<file path="config.mk">
export PLATFORM = sky130hd
export DESIGN_NAME = edit_memory_sequencer
export DESIGN_NICKNAME = d
export VERILOG_FILES = /design/src/logic/edit_seq_pkg.sv /design/src/logic/edit_memory_sequencer.sv
export SDC_FILE = /design/constraint.sdc
export NUM_CORES = 1
export LEC_CHECK = 0
export BUFFER_PORTS_ARGS = -buffer_cell sky130_fd_sc_hd__buf_2
export CORE_MARGIN = 5
export CORE_UTILIZATION = 50
export CTS_CLUSTER_SIZE = 30
export DETAILED_ROUTE_END_ITERATION = 10
export PLACE_DENSITY = 0.77
export SLEW_MARGIN = 20
export SYNTH_ARGS = -nofsm -noshare
export SYNTH_HDL_FRONTEND = slang
export SYNTH_SLANG_ARGS = --single-unit
</file>
<file path="constraint.sdc">
create_clock -name clock -period 3.38 [get_ports clock]
set_input_delay 0.338 -clock clock [delete_from_list [all_inputs] [get_ports clock]]
set_output_delay 0.338 -clock clock [all_outputs]
set_load 0.005 [all_outputs]
</file>
<file path="src/logic/edit_seq_pkg.sv">
// constants, types and carriers for the edit memory sequencer
// assumes one 40 MHz clock, asynchronous active-low reset, AXI4-Lite host
package edit_seq_pkg;

   //==========================================================
   // widths and character codes
   localparam int                ADDR_W      = 10;
   localparam int                CHAR_W      = 6;
   localparam int                AXI_AW      = 8;
   localparam logic [CHAR_W-1:0] PREFIX_CODE = 6'h3E;  // plain default
   localparam logic [CHAR_W-1:0] END_MARKER  = 6'h3F;  // plain default
   localparam logic [ADDR_W-1:0] ADDR_ONE    = 10'h001;
   localparam logic [ADDR_W-1:0] ADDR_TWO    = 10'h002;
   localparam logic [ADDR_W-1:0] ADDR_RESET  = 10'h000;

   //==========================================================
   // register map
   localparam logic [AXI_AW-1:0] OFF_CONTROL = 8'h00;
   localparam logic [AXI_AW-1:0] OFF_CURSOR  = 8'h04;
   localparam logic [AXI_AW-1:0] OFF_STATUS  = 8'h08;
   localparam logic [AXI_AW-1:0] OFF_MEMADDR = 8'h0C;
   localparam int                CTRL_DELETE = 0;
   localparam logic [1:0]        RESP_OKAY   = 2'h0;
   localparam logic [1:0]        RESP_SLVERR = 2'h2;

   //==========================================================
   // memory timing phases
   typedef enum logic [2:0] {PH_IDLE, PH_ONE, PH_TWO, PH_THREE, PH_FOUR, PH_FIVE} phase_t;

   // keyboard side inputs
   typedef struct packed {
      logic              avail;     // key_char_available
      logic              get_done;  // get sequence finished
      logic              two_slot;  // two_slot_char_flag
      logic [CHAR_W-1:0] chars;     // decoded_input_lines
   } key_in_t;

   // keyboard side outputs
   typedef struct packed {
      logic release_p;  // key_load_release
      logic complete_p; // key_load_complete
      logic busy;       // keyboard_busy_flag
   } key_out_t;

   // core memory side outputs
   typedef struct packed {
      logic [ADDR_W-1:0] addr;     // location addressed
      logic              rd;       // read phases
      logic              wr;       // write phases
      logic              inhibit;  // display_to_inhibit_gate
      logic              cur_mode; // cursor_addressing_allow
      logic [CHAR_W-1:0] wdata;    // display register
   } mem_out_t;

endpackage : edit_seq_pkg

</file>
<file path="src/logic/edit_memory_sequencer.sv">
// edit memory sequencer: places keyboard characters into core memory
// assumes memory data valid during phase two; AXI4-Lite master obeys protocol
module edit_memory_sequencer
(
   input  wire logic                                  clock,
   input  wire logic                                  rst_n,
   input  wire edit_seq_pkg::key_in_t                 key_in,
   input  wire logic                                  prefix_position_bit,
   input  wire logic                                  cursor_over_end,
   input  wire logic [edit_seq_pkg::CHAR_W-1:0]       mem_rdata,
   output      edit_seq_pkg::key_out_t                key_out,
   output      edit_seq_pkg::mem_out_t                mem_out,
   input  wire logic [edit_seq_pkg::AXI_AW-1:0]       awaddr,
   input  wire logic                                  awvalid,
   output      logic                                  awready,
   input  wire logic [31:0]                           wdata,
   input  wire logic [3:0]                            wstrb,
   input  wire logic                                  wvalid,
   output      logic                                  wready,
   output      logic [1:0]                            bresp,
   output      logic                                  bvalid,
   input  wire logic                                  bready,
   input  wire logic [edit_seq_pkg::AXI_AW-1:0]       araddr,
   input  wire logic                                  arvalid,
   output      logic                                  arready,
   output      logic [31:0]                           rdata,
   output      logic [1:0]                            rresp,
   output      logic                                  rvalid,
   input  wire logic                                  rready
);

   //==========================================================
   // state record
   typedef struct packed {
      edit_seq_pkg::phase_t                 phase;        // memory timing
      logic [edit_seq_pkg::ADDR_W-1:0]      cursor;       // cursor address
      logic [edit_seq_pkg::ADDR_W-1:0]      memaddr;      // memory address
      logic [edit_seq_pkg::CHAR_W-1:0]      key_char;     // keyboard storage
      logic [edit_seq_pkg::CHAR_W-1:0]      display;      // display register
      logic [edit_seq_pkg::CHAR_W-1:0]      memory_input_register;          // memory input reg
      logic                                 replace_one;  // replace_one_flag
      logic                                 replace_two;  // replace_two_flag
      logic                                 second_cycle; // second_cycle_flag
      logic                                 insert_one;   // insert_one_flag
      logic                                 push;         // push_in_progress
      logic                                 one_left;     // last push cycle
      logic                                 pull_one;     // pull-by-1 overwrite
      logic                                 pull_move;    // pull shifting
      logic                                 pull_two;     // shift by two
      logic                                 delete_pend;  // delete requested
      edit_seq_pkg::key_out_t               kout;         // keyboard outputs
      edit_seq_pkg::mem_out_t               mout;         // memory outputs
      logic                                 aw_got;       // address held
      logic [edit_seq_pkg::AXI_AW-1:0]      aw_addr;      // held address
      logic                                 w_got;        // data held
      logic [31:0]                          w_data;       // held data
      logic [3:0]                           w_strb;       // held strobes
      logic                                 awready;      // bus outputs
      logic                                 wready;
      logic                                 bvalid;
      logic [1:0]                           bresp;
      logic                                 arready;
      logic                                 rvalid;
      logic [31:0]                          rdata;
      logic [1:0]                           rresp;
   } state_t;

   state_t                              s_reg;    // registered state
   state_t                              s_next;   // next state
   logic                                req;      // edit_memory_request
   logic                                cyc_on;   // edit cycle follows
   logic [edit_seq_pkg::ADDR_W-1:0]     shift;    // pull distance
   logic [edit_seq_pkg::ADDR_W-1:0]     addr_sel; // chosen address
   logic [31:0]                         status;   // status word

   //==========================================================
   // next-state logic
   always_comb
   begin
      s_next = s_reg;
      s_next.kout.release_p  = 1'b0;
      s_next.kout.complete_p = 1'b0;

      //==========================================================
      // keyboard strobe and delete start, only between sequences
      if (s_reg.phase == edit_seq_pkg::PH_IDLE && !s_reg.kout.busy)
      begin
         if (key_in.avail && key_in.get_done)
         begin
            s_next.key_char       = key_in.chars;
            s_next.kout.release_p = 1'b1;
            s_next.kout.busy      = 1'b1;
            if (key_in.two_slot)
            begin
               // two-slot key over prefix: equal replace
               if (prefix_position_bit)
               begin
                  s_next.replace_two = 1'b1;
               end
               else
               begin
                  // unsupported placement: drop, free keyboards
                  s_next.kout.busy       = 1'b0;
                  s_next.kout.complete_p = 1'b1;
               end
            end
            else if (cursor_over_end)
            begin
               s_next.insert_one = 1'b1;
            end
            else if (prefix_position_bit)
            begin
               s_next.pull_one = 1'b1;
            end
            else
            begin
               s_next.replace_one = 1'b1;
            end
         end
         else if (s_reg.delete_pend)
         begin
            // delete the two-slot character under the cursor
            s_next.delete_pend = 1'b0;
            s_next.kout.busy   = 1'b1;
            s_next.pull_move   = 1'b1;
            s_next.pull_two    = 1'b1;
            s_next.memaddr     = s_reg.cursor;
         end
      end

      //==========================================================
      // per-phase actions
      case (s_reg.phase)
         edit_seq_pkg::PH_ONE:
         begin
            // key or prefix into display
            if (s_reg.replace_one || s_reg.insert_one || s_reg.pull_one)
            begin
               s_next.display = s_reg.key_char;
            end
            if (s_reg.replace_two)
            begin
               s_next.display = s_reg.second_cycle ? s_reg.key_char
                                                   : edit_seq_pkg::PREFIX_CODE;
            end
            if (s_reg.insert_one)
            begin
               s_next.memaddr = edit_seq_pkg::ADDR_RESET;
            end
         end
         edit_seq_pkg::PH_TWO:
         begin
            // read data lands in memory input register
            s_next.memory_input_register = mem_rdata;
            if (s_reg.insert_one)
            begin
               s_next.memaddr = s_reg.cursor;
            end
            if (s_reg.pull_move)
            begin
               s_next.display = mem_rdata;
            end
         end
         edit_seq_pkg::PH_FOUR:
         begin
            if (s_reg.replace_one)
            begin
               s_next.cursor          = s_reg.cursor + edit_seq_pkg::ADDR_ONE;
               s_next.replace_one     = 1'b0;
               s_next.kout.complete_p = 1'b1;
               s_next.kout.busy       = 1'b0;
            end
            if (s_reg.replace_two)
            begin
               s_next.cursor = s_reg.cursor + edit_seq_pkg::ADDR_ONE;
               if (!s_reg.second_cycle)
               begin
                  s_next.second_cycle = 1'b1;
               end
               else
               begin
                  // second of two cycles
                  s_next.second_cycle    = 1'b0;
                  s_next.replace_two     = 1'b0;
                  s_next.kout.complete_p = 1'b1;
                  s_next.kout.busy       = 1'b0;
               end
            end
            if (s_reg.insert_one)
            begin
               s_next.insert_one = 1'b0;
               s_next.memaddr    = s_reg.memaddr + edit_seq_pkg::ADDR_ONE;
               s_next.push       = 1'b1;
               s_next.one_left   = 1'b1;
            end
            else if (s_reg.push)
            begin
               s_next.push            = 1'b0;
               s_next.one_left        = 1'b0;
               s_next.cursor          = s_reg.cursor + edit_seq_pkg::ADDR_ONE;
               s_next.kout.complete_p = 1'b1;
               s_next.kout.busy       = 1'b0;
            end
            if (s_reg.pull_one)
            begin
               // overwrite done; shift from next slot on
               s_next.pull_one  = 1'b0;
               s_next.pull_move = 1'b1;
               s_next.pull_two  = 1'b0;
               s_next.cursor    = s_reg.cursor + edit_seq_pkg::ADDR_ONE;
               s_next.memaddr   = s_reg.cursor + edit_seq_pkg::ADDR_ONE;
            end
            else if (s_reg.pull_move)
            begin
               s_next.memaddr = s_reg.memaddr + edit_seq_pkg::ADDR_ONE;
               // end marker moved: sequence over
               if (s_reg.display == edit_seq_pkg::END_MARKER)
               begin
                  s_next.pull_move       = 1'b0;
                  s_next.pull_two        = 1'b0;
                  s_next.kout.complete_p = 1'b1;
                  s_next.kout.busy       = 1'b0;
               end
            end
         end
         edit_seq_pkg::PH_FIVE:
         begin
            // end marker follows into display
            if (s_reg.push && s_reg.one_left)
            begin
               s_next.display = s_reg.memory_input_register;
            end
         end
         default:
         begin
         end
      endcase

      //==========================================================
      // memory timing sequence
      req    = s_next.replace_one | s_next.replace_two | s_next.insert_one
             | s_next.push | s_next.pull_one | s_next.pull_move;
      cyc_on = req;
      case (s_reg.phase)
         edit_seq_pkg::PH_IDLE:  s_next.phase = cyc_on ? edit_seq_pkg::PH_ONE
                                                       : edit_seq_pkg::PH_IDLE;
         edit_seq_pkg::PH_ONE:   s_next.phase = edit_seq_pkg::PH_TWO;
         edit_seq_pkg::PH_TWO:   s_next.phase = edit_seq_pkg::PH_THREE;
         edit_seq_pkg::PH_THREE: s_next.phase = edit_seq_pkg::PH_FOUR;
         edit_seq_pkg::PH_FOUR:  s_next.phase = cyc_on ? edit_seq_pkg::PH_FIVE
                                                       : edit_seq_pkg::PH_IDLE;
         default:                s_next.phase = edit_seq_pkg::PH_ONE;
      endcase

      //==========================================================
      // memory port outputs for the coming phase
      shift = s_next.pull_two ? edit_seq_pkg::ADDR_TWO : edit_seq_pkg::ADDR_ONE;
      if (s_next.pull_move)
      begin
         // read ahead by shift, write back at memaddr
         addr_sel = (s_next.phase == edit_seq_pkg::PH_ONE || s_next.phase == edit_seq_pkg::PH_TWO)
                  ? s_next.memaddr + shift : s_next.memaddr;
      end
      else if (s_next.push)
      begin
         addr_sel = s_next.memaddr;
      end
      else
      begin
         addr_sel = s_next.cursor;
      end
      s_next.mout.addr     = addr_sel;
      s_next.mout.cur_mode = !s_next.pull_move && !s_next.push;
      s_next.mout.rd       = s_next.phase == edit_seq_pkg::PH_ONE
                           || s_next.phase == edit_seq_pkg::PH_TWO;
      s_next.mout.wr       = s_next.phase == edit_seq_pkg::PH_THREE
                           || s_next.phase == edit_seq_pkg::PH_FOUR;
      s_next.mout.inhibit  = s_next.phase != edit_seq_pkg::PH_IDLE;
      s_next.mout.wdata    = s_next.display;

      //==========================================================
      // bus write channels
      if (s_reg.awready && awvalid)
      begin
         s_next.aw_got  = 1'b1;
         s_next.aw_addr = awaddr;
      end
      if (s_reg.wready && wvalid)
      begin
         s_next.w_got  = 1'b1;
         s_next.w_data = wdata;
         s_next.w_strb = wstrb;
      end
      if (s_reg.bvalid && bready)
      begin
         s_next.bvalid = 1'b0;
      end
      if (s_reg.aw_got && s_reg.w_got && !s_reg.bvalid)
      begin
         s_next.aw_got = 1'b0;
         s_next.w_got  = 1'b0;
         s_next.bvalid = 1'b1;
         s_next.bresp  = edit_seq_pkg::RESP_OKAY;
         if (s_reg.aw_addr == edit_seq_pkg::OFF_CONTROL)
         begin
            // delete request, held until sequencer is free
            if (s_reg.w_strb[0] && s_reg.w_data[edit_seq_pkg::CTRL_DELETE])
            begin
               s_next.delete_pend = 1'b1;
            end
         end
         else if (s_reg.aw_addr == edit_seq_pkg::OFF_CURSOR)
         begin
            // cursor writes only take effect while no sequence runs
            if (s_reg.phase == edit_seq_pkg::PH_IDLE && !s_reg.kout.busy && !s_next.kout.busy)
            begin
               if (s_reg.w_strb[0])
               begin
                  s_next.cursor[7:0] = s_reg.w_data[7:0];
               end
               if (s_reg.w_strb[1])
               begin
                  s_next.cursor[9:8] = s_reg.w_data[9:8];
               end
            end
         end
         else if (s_reg.aw_addr == edit_seq_pkg::OFF_STATUS || s_reg.aw_addr == edit_seq_pkg::OFF_MEMADDR)
         begin
            // read-only: write ignored
         end
         else
         begin
            s_next.bresp = edit_seq_pkg::RESP_SLVERR;
         end
      end
      s_next.awready = !s_next.aw_got && !s_next.bvalid;
      s_next.wready  = !s_next.w_got && !s_next.bvalid;

      //==========================================================
      // bus read channels
      status = {23'h000000, s_reg.delete_pend, s_reg.phase != edit_seq_pkg::PH_IDLE,
                s_reg.pull_one | s_reg.pull_move, s_reg.push, s_reg.insert_one,
                s_reg.second_cycle, s_reg.replace_two, s_reg.replace_one, s_reg.kout.busy};
      if (s_reg.rvalid && rready)
      begin
         s_next.rvalid = 1'b0;
      end
      if (s_reg.arready && arvalid)
      begin
         s_next.rvalid = 1'b1;
         s_next.rresp  = edit_seq_pkg::RESP_OKAY;
         s_next.rdata  = 32'h00000000;
         if (araddr == edit_seq_pkg::OFF_CONTROL)
         begin
            s_next.rdata[edit_seq_pkg::CTRL_DELETE] = s_reg.delete_pend;
         end
         else if (araddr == edit_seq_pkg::OFF_CURSOR)
         begin
            s_next.rdata[9:0] = s_reg.cursor;
         end
         else if (araddr == edit_seq_pkg::OFF_STATUS)
         begin
            s_next.rdata = status;
         end
         else if (araddr == edit_seq_pkg::OFF_MEMADDR)
         begin
            s_next.rdata[9:0] = s_reg.memaddr;
         end
         else
         begin
            s_next.rresp = edit_seq_pkg::RESP_SLVERR;
         end
      end
      s_next.arready = !s_next.rvalid;
   end

   //==========================================================
   // state register
   always_ff @(posedge clock or negedge rst_n)
   begin
      if (!rst_n)
      begin
         s_reg <= '0;
      end
      else
      begin
         s_reg <= s_next;
      end
   end

   //==========================================================
   // outputs straight from the state register
   assign key_out = s_reg.kout;
   assign mem_out = s_reg.mout;
   assign awready = s_reg.awready;
   assign wready  = s_reg.wready;
   assign bvalid  = s_reg.bvalid;
   assign bresp   = s_reg.bresp;
   assign arready = s_reg.arready;
   assign rvalid  = s_reg.rvalid;
   assign rdata   = s_reg.rdata;
   assign rresp   = s_reg.rresp;

endmodule : edit_memory_sequencer

</file>
==> impl_metrics.env <==
export IMPL_post_drt_wl_per_cell_microns=17.4
export IMPL_worst_slew_pin_slew_ns=0.949
export IMPL_slew_violations=0
export IMPL_ys_seq_area_share_pct=43.7
export IMPL_timing_rr_start="s_reg[160]$_DFF_PN0_"
export IMPL_drive_gt1_share_pct=28.3
export IMPL_diodes=0
export IMPL_finClkSkew_ns=0.00989
export IMPL_worstReg2RegEnd="mem_out[14]$_DFF_PN0_"
export IMPL_critPathRequiredTime_ns=3.63
export IMPL_ys_ff_latch=107
export IMPL_synth_edf_count=0
export IMPL_htreeDepth=3
export IMPL_ant_nets=0
export IMPL_yosys_warnings=0
export IMPL_fin_setup_tns_ns=0
export IMPL_busiest_layer="met2"
export IMPL_grt_pass1_vias=4574
export IMPL_dieArea_sq_um=14600
export IMPL_instances_no_fill=804
export IMPL_worstSetupPathType="reg -> reg"
export IMPL_cts_sinks=107
export IMPL_avgViaCountPerCell=5.78
export IMPL_synthFlopType="dfrtp_1"
export IMPL_synth_common_cells="107 x dfrtp_1, 59 x buf_4, 55 x nand2_1"
export IMPL_grt_total_usage_pct=19.7
export IMPL_route_detailed_drc=0
export IMPL_grt_overflow_total=0
export IMPL_largest_reg_flops=67
export IMPL_cts_setup_buffers=0
export IMPL_ys_types=78
export IMPL_path_max_fanout=13
export IMPL_crit_start="s_reg[160]$_DFF_PN0_"
export IMPL_cts_tree="yes"
export IMPL_antenna_found_initial=0
export IMPL_grt_pass1_wl_microns=23000
export IMPL_setup_worst_path_start_class="flop"
export IMPL_synth_area_sq_um=6130
export IMPL_grtUsageMet2_pct=31.8
export IMPL_grtUsageMet3_pct=4.44
export IMPL_clk_pin_slew_ns=0.08
export IMPL_fp_row_count=40
export IMPL_clockBufferDepth=2
export IMPL_slew_limit_headroom_pct=36.7
export IMPL_placed_cells=786
export IMPL_endpoint_kind="flop"
export IMPL_synth_cells=606
export IMPL_clock_latency_ns=0.36
export IMPL_min_path_type="in -> async"
export IMPL_postCtsHoldBufs=0
export IMPL_areaGrowthSynthToFinish_pct=8.70
export IMPL_portBuffers=91
export IMPL_crit_path_top_delay_cell="dfrtp_1"
export IMPL_ff2ff_setup_slack_ns=0.23
export IMPL_yosys_cell_count_top_type="dfrtp_1"
export IMPL_dr_total_vias=4646
export IMPL_finalCritPeriodShare_pct=93.2
export IMPL_yosys_area_top_type="dfrtp_1"
export IMPL_start_util_pct=51.0
export IMPL_setup_viol=0
export IMPL_chipWidth_microns=121
export IMPL_async_flop_share_pct=100
export IMPL_fin_crit_ns=3.15
export IMPL_path_cells="nand2b_1, o32a_1, and2_4, a221o_1, ha_1, fa_1, and2_1, and4_1, o31ai_1"
export IMPL_max_freq_mhz=317
export IMPL_arrival_ns=3.40
export IMPL_irDropWorstVdd_v=0.000465
export IMPL_endpoint="mem_out[14]$_DFF_PN0_"
export IMPL_max_cap_violations=0
export IMPL_status="finished, final reports clean"
export IMPL_grt_max_degree=59
export IMPL_avgSynthCellArea_sq_um=10.1
export IMPL_die_h_microns=121
export IMPL_io_pins=140
export IMPL_root_buffer="clkbuf_16"
export IMPL_gr_usage_met1_pct=26.6
export IMPL_p_leak_nw=2.99
export IMPL_cpPeakStageDelay_ns=0.63
export IMPL_dp_hpwl_microns=10500
export IMPL_gp_congestion=0.974
export IMPL_routed_wl_microns=14000
export IMPL_rsz0062_at_grt="false"
export IMPL_p_per_area_nw_per_um2=855
export IMPL_ys_top_cells_by_area="dfrtp_1 44%, mux2_2 7.5%, buf_4 7.2%, nand2_1 3.4%, o21ai_0 3.0%"
export IMPL_synth_top_area_share_pct=43.7
export IMPL_first_pass_iters=5
export IMPL_nets=733
export IMPL_hold_viol=0
export IMPL_numCtsBuffers=9
export IMPL_r2r_cells=9
export IMPL_first_iter_violations=433
export IMPL_design_core_area_sq_um=12000
export IMPL_postCtsResizedCells=0
-- through the flow --
stage | power (mW) | hold WS, ns | util [%] | worst slack (ns) | instance area, sq um
floorplan | 4.11 | 0.0424 | - | 0.476 | 6210
global placement | 4.54 | 0.433 | 52.9 | 0.283 | 6350
detailed placement | 4.65 | 0.450 | 52.9 | 0.257 | 6350
CTS | 5.71 | 0.0578 | 55.3 | 0.228 | 6650
global route | 6.10 | 0.104 | 55.5 | 0.0473 | 6660
finish | 5.70 | 0.0395 | 55.5 | 0.229 | 6660
-- worst max-delay path, delay by kind of cell, from the launching register on --
kind / cells / cell delay (ns)
AOI/OAI and AO/OA: 3 / 1.00
and+or+nand+nor: 4 / 0.75
adders and majority gates: 2 / 0.66
DFF: 1 / 0.63
-- worst min path at each step --
stage | start | end | slack (ns)
floorplan | rst_n | arready$_DFF_PN0_ | 0.04
global placement | rst_n | s_reg[134]$_DFFE_PN0P_ | 0.43
detailed placement | rst_n | s_reg[78]$_DFFE_PN0P_ | 0.45
CTS | rst_n | s_reg[82]$_DFFE_PN0P_ | 0.06
global route | rst_n | s_reg[137]$_DFFE_PN0P_ | 0.10
finish | rst_n | s_reg[137]$_DFFE_PN0P_ | 0.04
-- cells by family after synthesis --
| family | after synthesis | share of synthesized area [%] |
|---|---|---|
| AO/OA/AOI/OAI | 131 | 15.6 |
| XOR/XNOR | 19 | 2.72 |
| adder cells (fa/ha/maj) | 5 | 1.14 |
| buffers and inverters | 113 | 11.2 |
| flip-flops | 107 | 43.7 |
| multiplexers | 55 | 10.0 |
| other | 1 | 0.0612 |
| AND/OR/NAND/NOR | 175 | 15.5 |
-- cell type report --
cell class                 count  area [sq um]
clock buffer                   9           225
clock inverter                 7          70.1
fill                        1033          5350
inverter                      19          71.3
multi-input combinational    409          2850
sequential                   107          2680
tap                          147           184
timing repair buffer         106           583
-- cell usage in the layout (no fill, tap or decap), types with 15 or more instances in the layout --
master,n
inv_1,18
o21ai_0,37
dfrtp_1,107
nor2_1,23
conb_1,24
buf_4,15
nand3_1,21
buf_2,90
nand2_1,55
mux2_2,41
-- power by group --
part	internal, mW	switching (mW)	total [mW]	leakage (nW)
clock	0.519	0.506	1.03	0.141
sequential	1.79	0.502	2.29	1.31
combinational	1.08	1.30	2.38	1.54
-- metal layers --
layer | wire (microns) | up-vias
met1 | 6080 | 2247
met3 | 1020 | 27
met5 | 0 | -
met2 | 6600 | 185
li1 | - | 2187
met4 | 287 | 0
Note: power is estimated with default switching activity, not from simulation.
